## src/logic/watchdog_pkg.sv

```systemverilog
package watchdog_pkg;

  localparam int unsigned CTL_W          = 8;
  localparam int unsigned CNT_W          = 16;
  localparam int unsigned PRESCALE_W     = 4;

  // Control register field positions
  localparam int unsigned UNLOCK_BIT     = 0;
  localparam int unsigned ENABLE_BIT     = 1;
  localparam int unsigned STATUS_BIT     = 2;
  localparam int unsigned IRQ_SEL_BIT    = 3;
  localparam int unsigned PRESCALE_LSB   = 4;

  localparam logic [CTL_W-1:0]      CTL_RESET      = 8'h00;
  localparam logic [CNT_W-1:0]      CNT_ZERO       = 16'h0000;
  localparam logic [CNT_W-1:0]      CNT_ONE        = 16'h0001;
  // Shortest period in base ticks; each prescale step up to PRESCALE_MAX doubles it, higher settings clamp there
  localparam logic [CNT_W-1:0]      BASE_PERIOD    = 16'h0010;
  localparam logic [PRESCALE_W-1:0] PRESCALE_MAX   = 4'hB;

  // One core write into the control register
  typedef struct packed {
    logic             strobe;
    logic [CTL_W-1:0] data;
  } ctl_write_type;

  // Timeout action pulses towards the chip
  typedef struct packed {
    logic chip_reset;
    logic irq;
  } timeout_action_type;

endpackage

```

## src/logic/watchdog_control_status.sv

```systemverilog
`timescale 1ns/1ps
// Behaviour
// RQ1 - Timeout sets status; write 0 or hardware reset clears
// RQ2 - Setting enable restarts the timeout count
// RQ3 - Unrefreshed timeout gives chip reset or interrupt
// RQ4 - Enable cleared by write0, reset, supply interrupt
// RQ5 - Control write only right after unlock set
// RQ6 - Software masks interrupts around the unlock sequence
// RQ7 - Interrupt mode: fixed high-priority unmaskable timeout interrupt
// RQ8 - Unlock permission lapses after the next instruction
module watchdog_control_status (
  // Clock and hardware reset
  input  wire logic                          sys_clk_in,
  input  wire logic                          rst_in,
  // Core register access
  input  wire watchdog_pkg::ctl_write_type   ctl_write_in,
  input  wire logic                          unlock_set_in,
  input  wire logic                          instr_end_in,
  output logic [watchdog_pkg::CTL_W-1:0]     ctl_read_out,
  // Time base and system events
  input  wire logic                          base_tick_in,
  input  wire logic                          supply_monitor_irq_in,
  // Timeout actions
  output watchdog_pkg::timeout_action_type   action_out
);

  logic                                enable_r;
  logic                                status_r;
  logic                                irq_sel_r;
  logic                                unlock_r;
  logic [watchdog_pkg::PRESCALE_W-1:0] prescale_r;
  logic [watchdog_pkg::CNT_W-1:0]      count_r;
  logic                                write_ok;
  logic                                enable_write;
  logic                                timeout;
  logic [watchdog_pkg::CTL_W-1:0]      ctl_view;

  function automatic logic [watchdog_pkg::CNT_W-1:0] period_of(
    input logic [watchdog_pkg::PRESCALE_W-1:0] ps
  );
    logic [watchdog_pkg::PRESCALE_W-1:0] lim;
    lim = (ps > watchdog_pkg::PRESCALE_MAX) ? watchdog_pkg::PRESCALE_MAX : ps;
    return watchdog_pkg::BASE_PERIOD << lim;
  endfunction

  // The unlock is a one-shot so a stray store cannot reconfigure the dog
  assign write_ok     = ctl_write_in.strobe && unlock_r;  // RQ5
  assign enable_write = write_ok && ctl_write_in.data[watchdog_pkg::ENABLE_BIT];
  assign timeout      = enable_r && base_tick_in
                        && (count_r == period_of(prescale_r) - watchdog_pkg::CNT_ONE);

  // Unlock arms on its set and lapses at the end of the next instruction
  always_ff @(posedge sys_clk_in or posedge rst_in) begin
    if (rst_in) begin
      unlock_r <= 1'b0;
    end else if (unlock_set_in) begin
      unlock_r <= 1'b1;
    end else if (instr_end_in || write_ok) begin
      unlock_r <= 1'b0;  // RQ8
    end
  end

  // Period and response select
  always_ff @(posedge sys_clk_in or posedge rst_in) begin
    if (rst_in) begin
      prescale_r <= watchdog_pkg::CTL_RESET[watchdog_pkg::PRESCALE_LSB
                                             +: watchdog_pkg::PRESCALE_W];
      irq_sel_r  <= watchdog_pkg::CTL_RESET[watchdog_pkg::IRQ_SEL_BIT];
    end else if (write_ok) begin
      prescale_r <= ctl_write_in.data[watchdog_pkg::PRESCALE_LSB +: watchdog_pkg::PRESCALE_W];
      irq_sel_r  <= ctl_write_in.data[watchdog_pkg::IRQ_SEL_BIT];
    end
  end

  // Enable bit
  always_ff @(posedge sys_clk_in or posedge rst_in) begin
    if (rst_in) begin
      enable_r <= watchdog_pkg::CTL_RESET[watchdog_pkg::ENABLE_BIT];  // RQ4
    end else if (write_ok) begin
      enable_r <= ctl_write_in.data[watchdog_pkg::ENABLE_BIT];  // RQ4
    end else if (supply_monitor_irq_in) begin
      enable_r <= 1'b0;  // RQ4
    end else if (timeout && !irq_sel_r) begin
      enable_r <= 1'b0;  // RQ4
    end
  end

  // Timeout status: a timeout in the clearing cycle still lands
  always_ff @(posedge sys_clk_in or posedge rst_in) begin
    if (rst_in) begin
      status_r <= watchdog_pkg::CTL_RESET[watchdog_pkg::STATUS_BIT];  // RQ1
    end else if (timeout) begin
      status_r <= 1'b1;  // RQ1
    end else if (write_ok) begin
      status_r <= ctl_write_in.data[watchdog_pkg::STATUS_BIT];  // RQ1
    end
  end

  // Timeout counter; a fresh enable restarts it from zero
  always_ff @(posedge sys_clk_in or posedge rst_in) begin
    if (rst_in) begin
      count_r <= watchdog_pkg::CNT_ZERO;
    end else if (enable_write || !enable_r || timeout) begin
      count_r <= watchdog_pkg::CNT_ZERO;  // RQ2
    end else if (base_tick_in) begin
      count_r <= count_r + watchdog_pkg::CNT_ONE;
    end
  end

  // Action pulses; the interrupt is independent of global masking upstream
  always_ff @(posedge sys_clk_in or posedge rst_in) begin
    if (rst_in) begin
      action_out <= '0;
    end else begin
      action_out.chip_reset <= timeout && !irq_sel_r;  // RQ3
      action_out.irq        <= timeout && irq_sel_r;  // RQ7
    end
  end

  // Readback image placed by the package field map, not by bit order
  always_comb begin
    ctl_view                                                        = watchdog_pkg::CTL_RESET;
    ctl_view[watchdog_pkg::UNLOCK_BIT]                              = unlock_r;
    ctl_view[watchdog_pkg::ENABLE_BIT]                              = enable_r;
    ctl_view[watchdog_pkg::STATUS_BIT]                              = status_r;
    ctl_view[watchdog_pkg::IRQ_SEL_BIT]                             = irq_sel_r;
    ctl_view[watchdog_pkg::PRESCALE_LSB +: watchdog_pkg::PRESCALE_W] = prescale_r;
  end

  // Readback
  always_ff @(posedge sys_clk_in or posedge rst_in) begin
    if (rst_in) begin
      ctl_read_out <= watchdog_pkg::CTL_RESET;
    end else begin
      ctl_read_out <= ctl_view;
    end
  end

  // Assertions
  locked_write_ignored_a: assert property (  // RQ5
    @(posedge sys_clk_in) disable iff (rst_in)
    ctl_write_in.strobe && !unlock_r && !timeout && !supply_monitor_irq_in
    |=> $stable(enable_r) && $stable(irq_sel_r) && $stable(prescale_r))
    else $error("locked control write changed state");

  unlocked_write_a: assert property (  // RQ5
    @(posedge sys_clk_in) disable iff (rst_in)
    write_ok && !timeout && !supply_monitor_irq_in
    |=> enable_r == $past(ctl_write_in.data[watchdog_pkg::ENABLE_BIT])
        && irq_sel_r == $past(ctl_write_in.data[watchdog_pkg::IRQ_SEL_BIT]))
    else $error("unlocked write not taken");

  unlock_arm_a: assert property (  // RQ5
    @(posedge sys_clk_in) disable iff (rst_in)
    unlock_set_in |=> unlock_r)
    else $error("unlock set did not arm");

  unlock_lapse_a: assert property (  // RQ8
    @(posedge sys_clk_in) disable iff (rst_in)
    unlock_r && instr_end_in && !unlock_set_in |=> !unlock_r)
    else $error("unlock outlived next instruction");

  status_set_a: assert property (  // RQ1
    @(posedge sys_clk_in) disable iff (rst_in)
    timeout |=> status_r)
    else $error("timeout did not set status");

  status_hold_a: assert property (  // RQ1
    @(posedge sys_clk_in) disable iff (rst_in)
    status_r && !write_ok |=> status_r)
    else $error("status cleared without a write");

  status_clear_a: assert property (  // RQ1
    @(posedge sys_clk_in) disable iff (rst_in)
    write_ok && !ctl_write_in.data[watchdog_pkg::STATUS_BIT] && !timeout |=> !status_r)
    else $error("status write of zero not taken");

  restart_count_a: assert property (  // RQ2
    @(posedge sys_clk_in) disable iff (rst_in)
    enable_write |=> count_r == watchdog_pkg::CNT_ZERO)
    else $error("enable did not restart count");

  count_bound_a: assert property (  // RQ3
    @(posedge sys_clk_in) disable iff (rst_in)
    enable_r |-> count_r < period_of(prescale_r))
    else $error("count ran past the period");

  reset_action_a: assert property (  // RQ3
    @(posedge sys_clk_in) disable iff (rst_in)
    timeout && !irq_sel_r && !write_ok
    |=> action_out.chip_reset && !action_out.irq && !enable_r)
    else $error("reset response wrong");

  action_pulse_a: assert property (  // RQ3
    @(posedge sys_clk_in) disable iff (rst_in)
    action_out.chip_reset || action_out.irq |=> !action_out.chip_reset && !action_out.irq)
    else $error("timeout action longer than one cycle");

  irq_action_a: assert property (  // RQ7
    @(posedge sys_clk_in) disable iff (rst_in)
    timeout && irq_sel_r |=> action_out.irq && !action_out.chip_reset)
    else $error("interrupt response wrong");

  irq_keeps_running_a: assert property (  // RQ7
    @(posedge sys_clk_in) disable iff (rst_in)
    timeout && irq_sel_r && !write_ok && !supply_monitor_irq_in
    |=> enable_r && count_r == watchdog_pkg::CNT_ZERO)
    else $error("interrupt mode did not restart the period");

  supply_clear_a: assert property (  // RQ4
    @(posedge sys_clk_in) disable iff (rst_in)
    supply_monitor_irq_in && !write_ok |=> !enable_r)
    else $error("supply interrupt left dog enabled");

  readback_a: assert property (  // RQ1
    @(posedge sys_clk_in) disable iff (rst_in)
    ctl_read_out == $past(ctl_view))
    else $error("readback does not follow state");

  cov_reset_c: cover property (@(posedge sys_clk_in) disable iff (rst_in) action_out.chip_reset);
  cov_irq_c: cover property (@(posedge sys_clk_in) disable iff (rst_in) action_out.irq);
  cov_lapse_c: cover property (@(posedge sys_clk_in) disable iff (rst_in)
    unlock_r && instr_end_in ##1 ctl_write_in.strobe);
  cov_refresh_c: cover property (@(posedge sys_clk_in) disable iff (rst_in)
    enable_r && enable_write);
  cov_supply_c: cover property (@(posedge sys_clk_in) disable iff (rst_in)
    enable_r && supply_monitor_irq_in);

endmodule

```

## config.mk

```make
export PLATFORM = sky130hd
export DESIGN_NAME = watchdog_control_status
export DESIGN_NICKNAME = d
export VERILOG_FILES = /design/src/logic/watchdog_pkg.sv /design/src/logic/watchdog_control_status.sv
export SDC_FILE = /design/constraint.sdc
export NUM_CORES = 1
export LEC_CHECK = 0
export BUFFER_PORTS_ARGS = -buffer_cell sky130_fd_sc_hd__buf_2
export CAP_MARGIN = 20
export CORE_MARGIN = 5
export CORE_UTILIZATION = 51
export CTS_CLUSTER_SIZE = 8
export DETAILED_ROUTE_END_ITERATION = 10
export PLACE_DENSITY = 0.77
export SYNTH_ARGS = -nofsm -noshare
export SYNTH_HDL_FRONTEND = slang
export SYNTH_SLANG_ARGS = --single-unit
```

## constraint.sdc

```tcl
create_clock -name sys_clk_in -period 3.5 [get_ports sys_clk_in]
set_input_delay 0.7 -clock sys_clk_in [delete_from_list [all_inputs] [get_ports sys_clk_in]]
set_output_delay 0.7 -clock sys_clk_in [all_outputs]
set_load 0.03 [all_outputs]
```

Yosys cells after proc, flatten, opt, wreduce, memory -nomap -nowiden
Cells that the tools add are included.
{"block": "word_totals", "ff_bits": 34, "in_bits": 15, "elab_cells": 39}
{"block": "classes", "n_addsub": 2, "n_lt_le_gt_ge": 1, "n_eq_ne": 1, "shifts": 1, "n_mux": 10, "reduce_logical": 15}
{"op": "16-bit two-way mux", "n": 2}
{"op": "16-bit by 1-bit adder with 16-bit output, second input constant", "n": 1}
{"op": "16-bit equality test", "n": 1}
{"op": "5-bit by 4-bit << shifter with 16-bit output, first input constant", "n": 1}
{"op": "16-bit by 1-bit subtractor with 16-bit output, second input constant", "n": 1}
{"op": "1-bit two-way mux", "n": 7}
{"op": "1-bit logical AND", "n": 6}
{"op": "2-bit nonzero test", "n": 3}
{"op": "4-bit > comparator, second input constant", "n": 1}
{"op": "4-bit two-way mux", "n": 1}
{"op": "1-bit logical OR", "n": 3}
{"op": "3-bit nonzero test", "n": 1}
{"op": "1-bit zero test", "n": 2}

Longest topological paths before layout
Gate-level depths: netlist of the first run.
{"block": "depth", "ltp_word": 10, "mapped_depth": 12}

Worst setup path before layout of the first run
Ideal clock, no wire load.
{"block": "synth_path", "path_kind": "reg-to-reg", "from": "reg prescale_r[3] in the netlist's numbering", "to": "reg count_r[5] in the netlist's numbering", "setup_ns": 0.119, "arrival_time_ns": 2.587, "t_required_ns": 3.381, "slack_ns": 0.794, "stages_incl_launch_ff": 11, "path_cell_list": "dfrtp_1 buf_6 or4_4 ha_1 or3_1 a21oi_1 o21a_1 o211ai_4 o211ai_4 buf_8 nor2_2"}
{"block": "synth_between", "elab_chain_cells": 8, "word_cells_on_any_way": 9, "cone_classes": "1 x add/sub; 1 x order compare; 1 x eq/ne; 1 x shift; 2 x mux; 3 x reduce/logical"}
{"element": "start: declaration", "line": "watchdog_control_status.sv:31", "text": "logic [watchdog_pkg::PRESCALE_W-1:0] prescale_r;"}
{"element": "start signal: assignment", "line": "watchdog_control_status.sv:66", "text": "prescale_r <= watchdog_pkg::CTL_RESET[watchdog_pkg::PRESCALE_LSB"}
{"element": "start signal: assignment", "line": "watchdog_control_status.sv:70", "text": "prescale_r <= ctl_write_in.data[watchdog_pkg::PRESCALE_LSB +: watchdog_pkg::PRESCALE_W];"}
{"element": "4-bit > comparator", "line": "watchdog_control_status.sv:42", "text": "lim = (ps > watchdog_pkg::PRESCALE_MAX) ? watchdog_pkg::PRESCALE_MAX : ps;"}
{"element": "4-bit two-way mux *", "line": "watchdog_control_status.sv:42"}
{"element": "5-bit by 4-bit << shifter with 16-bit output *", "line": "watchdog_control_status.sv:43", "text": "return watchdog_pkg::BASE_PERIOD << lim;"}
{"element": "16-bit by 1-bit subtractor with 16-bit output *", "line": "watchdog_control_status.sv:50", "text": "&& (count_r == period_of(prescale_r) - watchdog_pkg::CNT_ONE);"}
{"element": "16-bit equality test *", "line": "watchdog_control_status.sv:50"}
{"element": "1-bit logical AND *", "line": "watchdog_control_status.sv:50"}
{"element": "1-bit logical OR *", "line": "watchdog_control_status.sv:103", "text": "end else if (enable_write || !enable_r || timeout) begin"}
{"element": "16-bit two-way mux / 2-bit nonzero test (equally long branches)"}
{"element": "end signal: assignment", "line": "watchdog_control_status.sv:102", "text": "count_r <= watchdog_pkg::CNT_ZERO;"}
{"element": "end signal: assignment", "line": "watchdog_control_status.sv:104", "text": "count_r <= watchdog_pkg::CNT_ZERO;"}
{"element": "end signal: assignment", "line": "watchdog_control_status.sv:106", "text": "count_r <= count_r + watchdog_pkg::CNT_ONE;"}
{"element": "end: declaration", "line": "watchdog_control_status.sv:32", "text": "logic [watchdog_pkg::CNT_W-1:0] count_r;"}
Mark *: on every way between the ends. The rest lies on a longest branch, timed or not.
A chain may end at the register's enable or synchronous reset.

Worst setup path after layout of the first run
{"block": "layout_path", "from": "reg prescale_r[1] in the netlist's numbering", "to": "reg count_r[14] in the netlist's numbering"}
The elaborated chain is that of the path after synthesis.

==> flow_metrics.py, run 1 <==
metrics = {
    "final_layout": {
        "layout_common_cells": "dfrtp_1, buf_2, nor2_1",
        "nNetsFinal": 212,
        "drive_above_1_share_pct": 30.10,
        "final_area_um2": 2024,
        "synthToLayoutAreaGrowth_pct": 12.99,
        "stdcell_count": 242,
        "antenna_cells": 0,
        "utilization_pct": 60.19,
        "final_common_cell": "dfrtp_1",
    },
    "global_routing": {
        "grt_pass1_wl_mm": 5.858,
        "globalRouteOverflowTotal": 0,
        "grt_antenna_before_repair": 0,
        "grt_max_degree": 35,
        "grt_usage_pct": 15.04,
        "grt_pass1_vias": 1260,
    },
    "clock_network": {
        "cts.clk_slew.worst_paths_ps": 100,
        "cts_setup_buffers": 0,
        "clock_latency_ps": 340,
        "cts_tree": "yes",
        "clk_path_buf_depth": 2,
        "ctsHoldBuffers": 0,
        "root_buffer": "clkbuf_4",
        "cts_resized": 0,
        "clkSinkCount": 34,
        "numCtsBuffers": 5,
        "h-tree-depth": 2,
    },
    "yosys": {
        "async_flop_share_pct": 100.0,
        "yosys-top-cells-area": "dfrtp_1, xnor2_1, xor2_1",
        "synth-edff-count": 0,
        "ys.flop_type": "dfrtp_1",
        "avgSynthCellArea_um2": 10.73,
        "syn_nets": 184,
        "synthCells": 167,
        "synth_seq_area_share_pct": 47.49,
        "synth_top_area_cell": "dfrtp_1",
        "syn_area_um2": 1792,
        "ys_types": 45,
        "synth_seq_cells": 34,
        "post-synth-top-area-fraction_pct": 47.49,
        "synth_warnings": 0,
    },
    "worst_setup_path": {
        "cp_slowest_cell": "or4_4",
        "worstSetupEndpointType": "flop",
        "startpoint_type": "flop",
        "worstPathCellList": "or4_4, ha_1, or3_1, a21boi_0, o2111ai_2, o211ai_4, buf_4, nor2_1",
        "required_ps": 3730,
        "worst-setup-path-type": "flop to flop",
        "worstPathMaxFanout": 16,
        "path_delay_family": "simple AND/OR/NAND/NOR gates",
        "arrival_ps": 3250,
        "critPathBufInv": 1,
        "slowest_delay_ps": 590,
    },
    "route": {
        "wire_per_inst_um": 13.95,
        "dr.first_iter.drc_count": 50,
        "dr.pass1.iters": 4,
        "final_antenna_net_count": 0,
        "dr_total_vias": 1287,
        "wl_mm": 3.376,
        "drcViolationCount": 0,
        "viasPerCell": 5.318,
    },
    "place": {
        "dpl.hpwl_mm": 2.423,
        "post-place-ws_ps": 500.4,
        "place_area_um2": 1949,
        "port_buffers": 23,
        "dp_cells": 234,
        "gp_congestion": 0.7992,
    },
    "floorplan": {
        "die_x_um": 69.27,
        "start_util_pct": 53.27,
        "core_area_um2": 3363,
        "row_count": 21,
        "dieArea_um2": 4798,
        "dieHeight_um": 69.27,
        "io_pins": 25,
    },
    "timing": {
        "relSlewSlack_pct": 71.75,
        "hold_ws_ps": 402.0,
        "min_period_ps": 3024,
        "setup_ws_ps": 475.9,
        "setup_viol": 0,
        "fmax_mhz": 330.7,
        "finalHoldViolCount": 0,
        "rsz0062_at_grt": "no",
        "finalClockSkew_ps": 8.691,
        "finalSetupTns_ps": 0,
        "slew_viol_final": 0,
        "worst_slew_pin_slew_ps": 423.8,
        "fin_crit_sh_pct": 86.40,
    },
    "power": {
        "max-vdd-ir-drop_uv": 194.0,
        "p_leak_nw": 0.8816,
        "power_mw": 0.8990,
        "pwr_density_cell_nw_per_um2": 444.1,
    },
    "status": {
        "status": "finished clean",
    },
    "hold_path": {
        "hold_path_class": "flop to flop",
    },
    "run": {
        "maxCapViolCount": 0,
    },
}
[power breakdown]
| part | switching (mW) | internal [mW] |
|---|---|---|
| combinational | 0.110 | 0.0691 |
| sequential | 0.0214 | 0.418 |
| clock | 0.129 | 0.151 |
| total | 0.261 | 0.638 |
[final cells by class]
class,instances,area [um2]
fill,318,1339
multi-input combinational,123,880.8
clock inverter,1,30.03
timing repair buffer,27,145.1
clock buffer,7,45.04
sequential,34,850.8
inverter,4,15.01
tap,46,57.56
[final timing paths]
check,startpoint,to,slack (ps),cells after the start
setup / recovery,prescale_r[1]$_DFFE_PP0P_,count_r[14]$_DFFE_PP0P_,480,8
hold / removal,status_r$_DFFE_PP0P_,ctl_read_out[2]$_DFF_PP0_,400,0
setup reg to reg,prescale_r[1]$_DFFE_PP0P_,count_r[14]$_DFFE_PP0P_,480,8
hold reg to reg,status_r$_DFFE_PP0P_,ctl_read_out[2]$_DFF_PP0_,400,0
max in group asynchronous,rst_in,prescale_r[3]$_DFFE_PP0P_,2760,3
min in group asynchronous,rst_in,count_r[3]$_DFFE_PP0P_,430,3
[metal layers]
metal,track usage (%),vias to the layer above,wire [um]
li1,-,629,-
met1,17.50,627,1412
met2,25.85,24,1748
met3,5.652,7,166
met4,4.121,0,48
met5,0,-,0
[cell families (layout without fill, tap and decap cells)]
family / Yosys count / in the layout / share of synthesized area, %
compound gates: 21 / 21 / 10.06
xor+xnor: 21 / 21 / 10.27
fa+ha+maj: 2 / 2 / 1.396
buf+inv: 10 / 39 / 3.351
flops: 34 / 34 / 47.49
mux: 7 / 7 / 4.260
simple gates: 72 / 72 / 23.19
[worst register-to-register path, delay by kind of cell, from the launching register on]
family	cells	cell delay (ps)
and+or+nand+nor	3	1040
DFF	1	520
AOI/OAI and AO/OA	3	750
buffers and inverters	1	270
adders and majority gates	1	320
[synthesized netlist by cell type (all sizes together) (2+ instances only)]
library cell	n
ha	2
o21ai	5
nand3	5
nand3b	3
xor2	10
xnor2	11
a21oi	4
and4	2
dfrtp	34
and3	3
nand2	13
or3	3
inv	4
nor2	25
nor3	5
o211ai	3
mux2	5
nand2b	2
nand4	3
buf	5
o21a	2
mux2i	2
[registers in the layout (all words and copies together), names as in the netlist]
signal        cells
ctl_read_out      8
prescale_r        4
status_r          1
unlock_r          1
count_r          16
enable_r          1
irq_sel_r         1
action_out        2
No activity file was read; power rests on OpenSTA's default activity.
==> run 2: changes to the inputs <==
--- a/config.mk
+++ b/config.mk
@@ -7,11 +7,11 @@
 export LEC_CHECK = 0
 export BUFFER_PORTS_ARGS = -buffer_cell sky130_fd_sc_hd__buf_2
 export CAP_MARGIN = 20
-export CORE_MARGIN = 5
+export CORE_MARGIN = 1.5
 export CORE_UTILIZATION = 51
 export CTS_CLUSTER_SIZE = 8
 export DETAILED_ROUTE_END_ITERATION = 10
-export PLACE_DENSITY = 0.77
+export PLACE_DENSITY_LB_ADDON = 0.3
 export SYNTH_ARGS = -nofsm -noshare
 export SYNTH_HDL_FRONTEND = slang
 export SYNTH_SLANG_ARGS = --single-unit
==> flow_metrics.py, run 2 (synthesized netlist as in run 1, its figures left out) <==
metrics = {
    "status": {
        "status": "finished clean",
    },
    "global_routing": {
        "grt_max_degree": 35,
        "grt_pass1_wl_mm": 5.913,
        "globalRouteOverflowTotal": 0,
        "grt_pass1_vias": 1324,
        "grt_antenna_before_repair": 0,
        "grt_usage_pct": 19.23,
    },
    "worst_setup_path": {
        "worstSetupEndpointType": "flop",
        "critPathBufInv": 1,
        "worstPathMaxFanout": 16,
        "cp_slowest_cell": "or4_4",
        "required_ps": 3720,
        "r2r-end": "count_r[10]$_DFFE_PP0P_",
        "arrival_ps": 3220,
        "worst_path_most_repeated_cell": "o211ai_4",
        "reg2reg_depth": 9,
        "path_delay_family": "simple AND/OR/NAND/NOR gates",
        "slowest_delay_ps": 590,
        "startpoint_type": "flop",
        "rrSetupSlack_ps": 500,
        "rr_startpoint": "prescale_r[1]$_DFFE_PP0P_",
        "worstPathCellList": "or4_4, ha_1, or3_1, a21oi_1, o21a_1, o211ai_4, o211ai_4, buf_4, nor2_1",
        "worst-setup-path-type": "flop to flop",
    },
    "timing": {
        "setup_viol": 0,
        "slew_viol_final": 0,
        "worst_slew_pin_slew_ps": 418.9,
        "finalSetupTns_ps": 0,
        "rsz0062_at_grt": "no",
        "hold_ws_ps": 400.0,
        "finalHoldViolCount": 0,
        "setup_ws_ps": 500.6,
        "finalClockSkew_ps": 15.06,
        "fin_crit_sh_pct": 85.70,
        "fmax_mhz": 333.4,
        "min_period_ps": 2999,
        "relSlewSlack_pct": 72.07,
    },
    "route": {
        "dr.first_iter.drc_count": 50,
        "dr_total_vias": 1270,
        "viasPerCell": 5.270,
        "drcViolationCount": 0,
        "final_antenna_net_count": 0,
        "wire_per_inst_um": 13.64,
        "dr.pass1.iters": 4,
        "wl_mm": 3.288,
    },
    "clock_network": {
        "clkSinkCount": 34,
        "h-tree-depth": 2,
        "cts_resized": 0,
        "cts_tree": "yes",
        "cts.clk_slew.worst_paths_ps": 100,
        "ctsHoldBuffers": 0,
        "numCtsBuffers": 5,
        "clock_latency_ps": 330,
        "clk_path_buf_depth": 2,
        "root_buffer": "clkbuf_4",
        "cts_setup_buffers": 0,
    },
    "place": {
        "gp_congestion": 0.7970,
        "port_buffers": 23,
        "dpl.hpwl_mm": 2.407,
        "post-place-ws_ps": 501.8,
        "place_area_um2": 1949,
        "dp_cells": 234,
    },
    "final_layout": {
        "regArea_um2": 850.8,
        "reg.largest.list": "count_r x16, ctl_read_out x8, prescale_r x4",
        "drive_above_1_share_pct": 30.77,
        "layout_common_cells": "dfrtp_1, buf_2, nor2_1",
        "final_area_um2": 1997,
        "synthToLayoutAreaGrowth_pct": 11.45,
        "largest_register": "count_r",
        "utilization_pct": 59.38,
        "nNetsFinal": 212,
        "multi_input_area_um2": 880.8,
        "stdcell_count": 241,
        "final_common_cell": "dfrtp_1",
        "antenna_cells": 0,
        "fillerInstances": 320,
        "largest_reg_flops": 16,
    },
    "hold_path": {
        "hold_start": "status_r$_DFFE_PP0P_",
        "hold_path_class": "flop to flop",
        "min_path_cells": 0,
        "min_to": "ctl_read_out[2]$_DFF_PP0_",
    },
    "floorplan": {
        "dieHeight_um": 62.27,
        "dieArea_um2": 3878,
        "core_area_um2": 3363,
        "row_count": 21,
        "io_pins": 25,
        "start_util_pct": 53.27,
        "die_x_um": 62.27,
    },
    "power": {
        "pwr_density_cell_nw_per_um2": 406.9,
        "power_mw": 0.8126,
        "p_leak_nw": 0.8730,
        "max-vdd-ir-drop_uv": 197.1,
    },
    "run": {
        "maxCapViolCount": 0,
    },
}
==> run 2: cell count changes in the layout (fill, tap and decap cells not counted), sizes merged <==
cell    delta
bufinv     -1
clkinv     +2
clkbuf     -2
==> run 2: layout make-up <==
| cell class | count | share of cell area (%) |
|---|---|---|
| flip-flops and latches | 34 | 42.61 |
| clock inverters | 2 | 0.5013 |
| repair buffers | 27 | 7.268 |
| inverters | 4 | 0.7519 |
| clock buffers | 5 | 1.880 |
| multi-input cells | 123 | 44.11 |
| well taps | 46 | 2.882 |
==> run 2: power breakdown <==
part / switching, mW / internal (mW)
clock network: 0.123 / 0.0721
logic: 0.109 / 0.0689
registers: 0.0218 / 0.418
total: 0.254 / 0.559
==> run 2: worst max-delay path by stage <==
| stage | from | to | slack [ps] | cells after the start |
|---|---|---|---|---|
| after floorplan | prescale_r[3]$_DFFE_PP0P_ | count_r[5]$_DFFE_PP0P_ | 790 | 10 |
| final | prescale_r[1]$_DFFE_PP0P_ | count_r[10]$_DFFE_PP0P_ | 500 | 9 |
| after CTS | prescale_r[1]$_DFFE_PP0P_ | count_r[10]$_DFFE_PP0P_ | 490 | 9 |
| after global placement | prescale_r[1]$_DFFE_PP0P_ | count_r[12]$_DFFE_PP0P_ | 590 | 9 |
| after global routing | prescale_r[1]$_DFFE_PP0P_ | count_r[10]$_DFFE_PP0P_ | 340 | 9 |
| after detailed placement | prescale_r[1]$_DFFE_PP0P_ | count_r[10]$_DFFE_PP0P_ | 500 | 9 |
==> run 2: worst reg2reg max path, delay by kind of cell (launching register included) <==
kind	cells	cell delay, ps
AND/OR/NAND/NOR	3	1020
adder cells (fa/ha/maj)	1	320
buffers and inverters	1	270
AO/OA/AOI/OAI	4	770
flip-flops	1	510
==> run 2: routing by layer <==
metal	global-route usage, %	wire [um]
met1	22.55	1515
met2	34.51	1623
met3	4.529	99
met4	6.667	49
met5	0	0
==> run 3: changes to the inputs <==
--- a/config.mk
+++ b/config.mk
@@ -12,6 +12,7 @@
 export CTS_CLUSTER_SIZE = 8
 export DETAILED_ROUTE_END_ITERATION = 10
 export PLACE_DENSITY_LB_ADDON = 0.3
+export RECOVER_POWER = 100
 export SYNTH_ARGS = -nofsm -noshare
 export SYNTH_HDL_FRONTEND = slang
 export SYNTH_SLANG_ARGS = --single-unit
==> flow_metrics.py, run 3 (synthesized netlist as in run 1, its figures left out) <==
metrics = {
    "status": {
        "status": "finished, violations left",
        "violations": "capacitance limit, slew limit",
    },
    "place": {
        "gp_congestion": 0.7970,
        "port_buffers": 23,
        "dpl.hpwl_mm": 2.407,
    },
    "worst_setup_path": {
        "rr_startpoint": "prescale_r[1]$_DFFE_PP0P_",
        "crit_path_start": "prescale_r[1]$_DFFE_PP0P_",
        "reg2reg_depth": 9,
        "crit_end": "count_r[10]$_DFFE_PP0P_",
        "required_ps": 3760,
        "worstSetupEndpointType": "flop",
        "startpoint_type": "flop",
        "r2r-end": "count_r[10]$_DFFE_PP0P_",
        "rrSetupSlack_ps": 430,
        "worstPathMaxFanout": 16,
        "arrival_ps": 3330,
        "worst-setup-path-type": "flop to flop",
    },
    "final_layout": {
        "final_common_cell": "dfrtp_1",
        "drive_above_1_share_pct": 17.95,
        "antenna_cells": 0,
        "layout_common_cells": "dfrtp_1, nor2_1, clkbuf_1",
        "reg.largest.list": "count_r x16, ctl_read_out x8, prescale_r x4",
        "largest_reg_flops": 16,
        "largest_register": "count_r",
        "synthToLayoutAreaGrowth_pct": 8.240,
        "nNetsFinal": 212,
    },
    "floorplan": {
        "dieHeight_um": 62.27,
        "row_count": 21,
        "die_x_um": 62.27,
        "core_area_um2": 3363,
        "start_util_pct": 53.27,
        "dieArea_um2": 3878,
        "io_pins": 25,
    },
    "route": {
        "wl_mm": 3.332,
        "final_antenna_net_count": 0,
        "drcViolationCount": 0,
        "dr_total_vias": 1294,
        "viasPerCell": 5.369,
        "dr.pass1.iters": 4,
        "dr.first_iter.drc_count": 74,
        "wire_per_inst_um": 13.83,
    },
    "global_routing": {
        "grt_max_degree": 35,
        "globalRouteOverflowTotal": 0,
        "grt_usage_pct": 19.23,
        "grt_pass1_wl_mm": 5.913,
        "met2_usage_pct": 34.51,
        "grt-busiest-layer": "met2",
        "grt_antenna_before_repair": 0,
        "met1_usage_pct": 22.55,
        "grt_pass1_vias": 1324,
        "met3_usage_pct": 4.529,
    },
    "power": {
        "pwr_density_cell_nw_per_um2": 412.8,
        "max-vdd-ir-drop_uv": 196.1,
        "intPower_mw": 0.5503,
        "clkPwrFrac_pct": 24.0,
        "seq_power_share_pct": 55.0,
        "combPwrFrac_pct": 21.0,
        "swShare_pct": 31.25,
        "switching_power_mw": 0.2502,
        "p_leak_nw": 0.8269,
    },
    "timing": {
        "finalHoldViolCount": 0,
        "fin_crit_sh_pct": 87.86,
        "hold_ws_ps": 399.2,
        "fmax_mhz": 325.2,
        "relSlewSlack_pct": -17.00,
        "setup_viol": 0,
        "rsz0062_at_grt": "no",
        "min_period_ps": 3075,
        "finalClockSkew_ps": 15.19,
        "finalSetupTns_ps": 0,
        "slew_viol_final": 35,
        "worst_slew_pin_slew_ps": 1755,
    },
    "clock_network": {
        "root_buffer": "clkbuf_4",
        "clock_latency_ps": 330,
        "cts_tree": "yes",
        "cts_setup_buffers": 0,
        "numCtsBuffers": 5,
        "cts_resized": 0,
        "clkSinkCount": 34,
        "clk_path_buf_depth": 2,
        "h-tree-depth": 2,
        "ctsHoldBuffers": 0,
        "cts.clk_slew.worst_paths_ps": 100,
    },
    "hold_path": {
        "hold_start": "status_r$_DFFE_PP0P_",
        "hold_path_class": "flop to flop",
    },
    "run": {
        "maxCapViolCount": 1,
    },
}
[run 3: power groups by stage]
| stage | combinational (mW) | clock [mW] | sequential (mW) |
|---|---|---|---|
| after floorplan | 0.121 | 0 | 0.465 |
| after global placement | 0.174 | 0 | 0.445 |
| after detailed placement | 0.179 | 0 | 0.447 |
| after CTS | 0.179 | 0.202 | 0.440 |
| after global routing | 0.185 | 0.219 | 0.444 |
| final | 0.168 | 0.192 | 0.440 |
[run 3: final cells by class]
| class | count | area (um2) |
|---|---|---|
| fill | 343 | 1424 |
| timing repair buffer | 27 | 120.1 |
| tap | 46 | 57.56 |
| inverter | 4 | 15.01 |
| clock inverter | 2 | 10.01 |
| sequential | 34 | 850.8 |
| multi-input combinational | 123 | 848.3 |
| clock buffer | 5 | 37.54 |
[run 3: how the worst min path moves through the flow]
stage / endpoint / slack, ps / cells after the start
after detailed placement: ctl_read_out[2]$_DFF_PP0_ / 390 / 0
final: ctl_read_out[2]$_DFF_PP0_ / 400 / 0
after global placement: ctl_read_out[2]$_DFF_PP0_ / 360 / 0
after CTS: ctl_read_out[2]$_DFF_PP0_ / 410 / 0
after floorplan: ctl_read_out[4]$_DFF_PP0_ / 350 / 0
after global routing: ctl_read_out[2]$_DFF_PP0_ / 420 / 0
[run 3: through the flow]
| stage | total power, mW | worst slack (ps) | cells | utilization, % | area (um2) |
|---|---|---|---|---|---|
| floorplan | 0.5853 | 794.3 | 167 | - | 1792 |
| global placement | 0.6187 | 587.3 | 234 | 57.96 | 1949 |
| detailed placement | 0.6262 | 501.8 | 234 | 57.96 | 1949 |
| CTS | 0.8209 | 489.4 | 241 | 59.38 | 1997 |
| global route | 0.8481 | 291.3 | 241 | 57.66 | 1939 |
| finish | 0.8005 | 425.0 | 241 | 57.66 | 1939 |
[run 3: worst max-delay path: stages (launching register included)]
cell       delay (ps)
dfrtp_1           510
or4_1             630
ha_1              340
or3_1             350
a211oi_1          380
a221oi_2           70
o2111ai_1         240
o211ai_4          130
buf_4             210
nor2_1            130
[run 3: per-layer routing]
layer,part of all wire [%],vias to the layer above
li1,-,634
met4,1.5,0
met5,0,-
met2,49,33
met1,45,620
met3,4.3,7
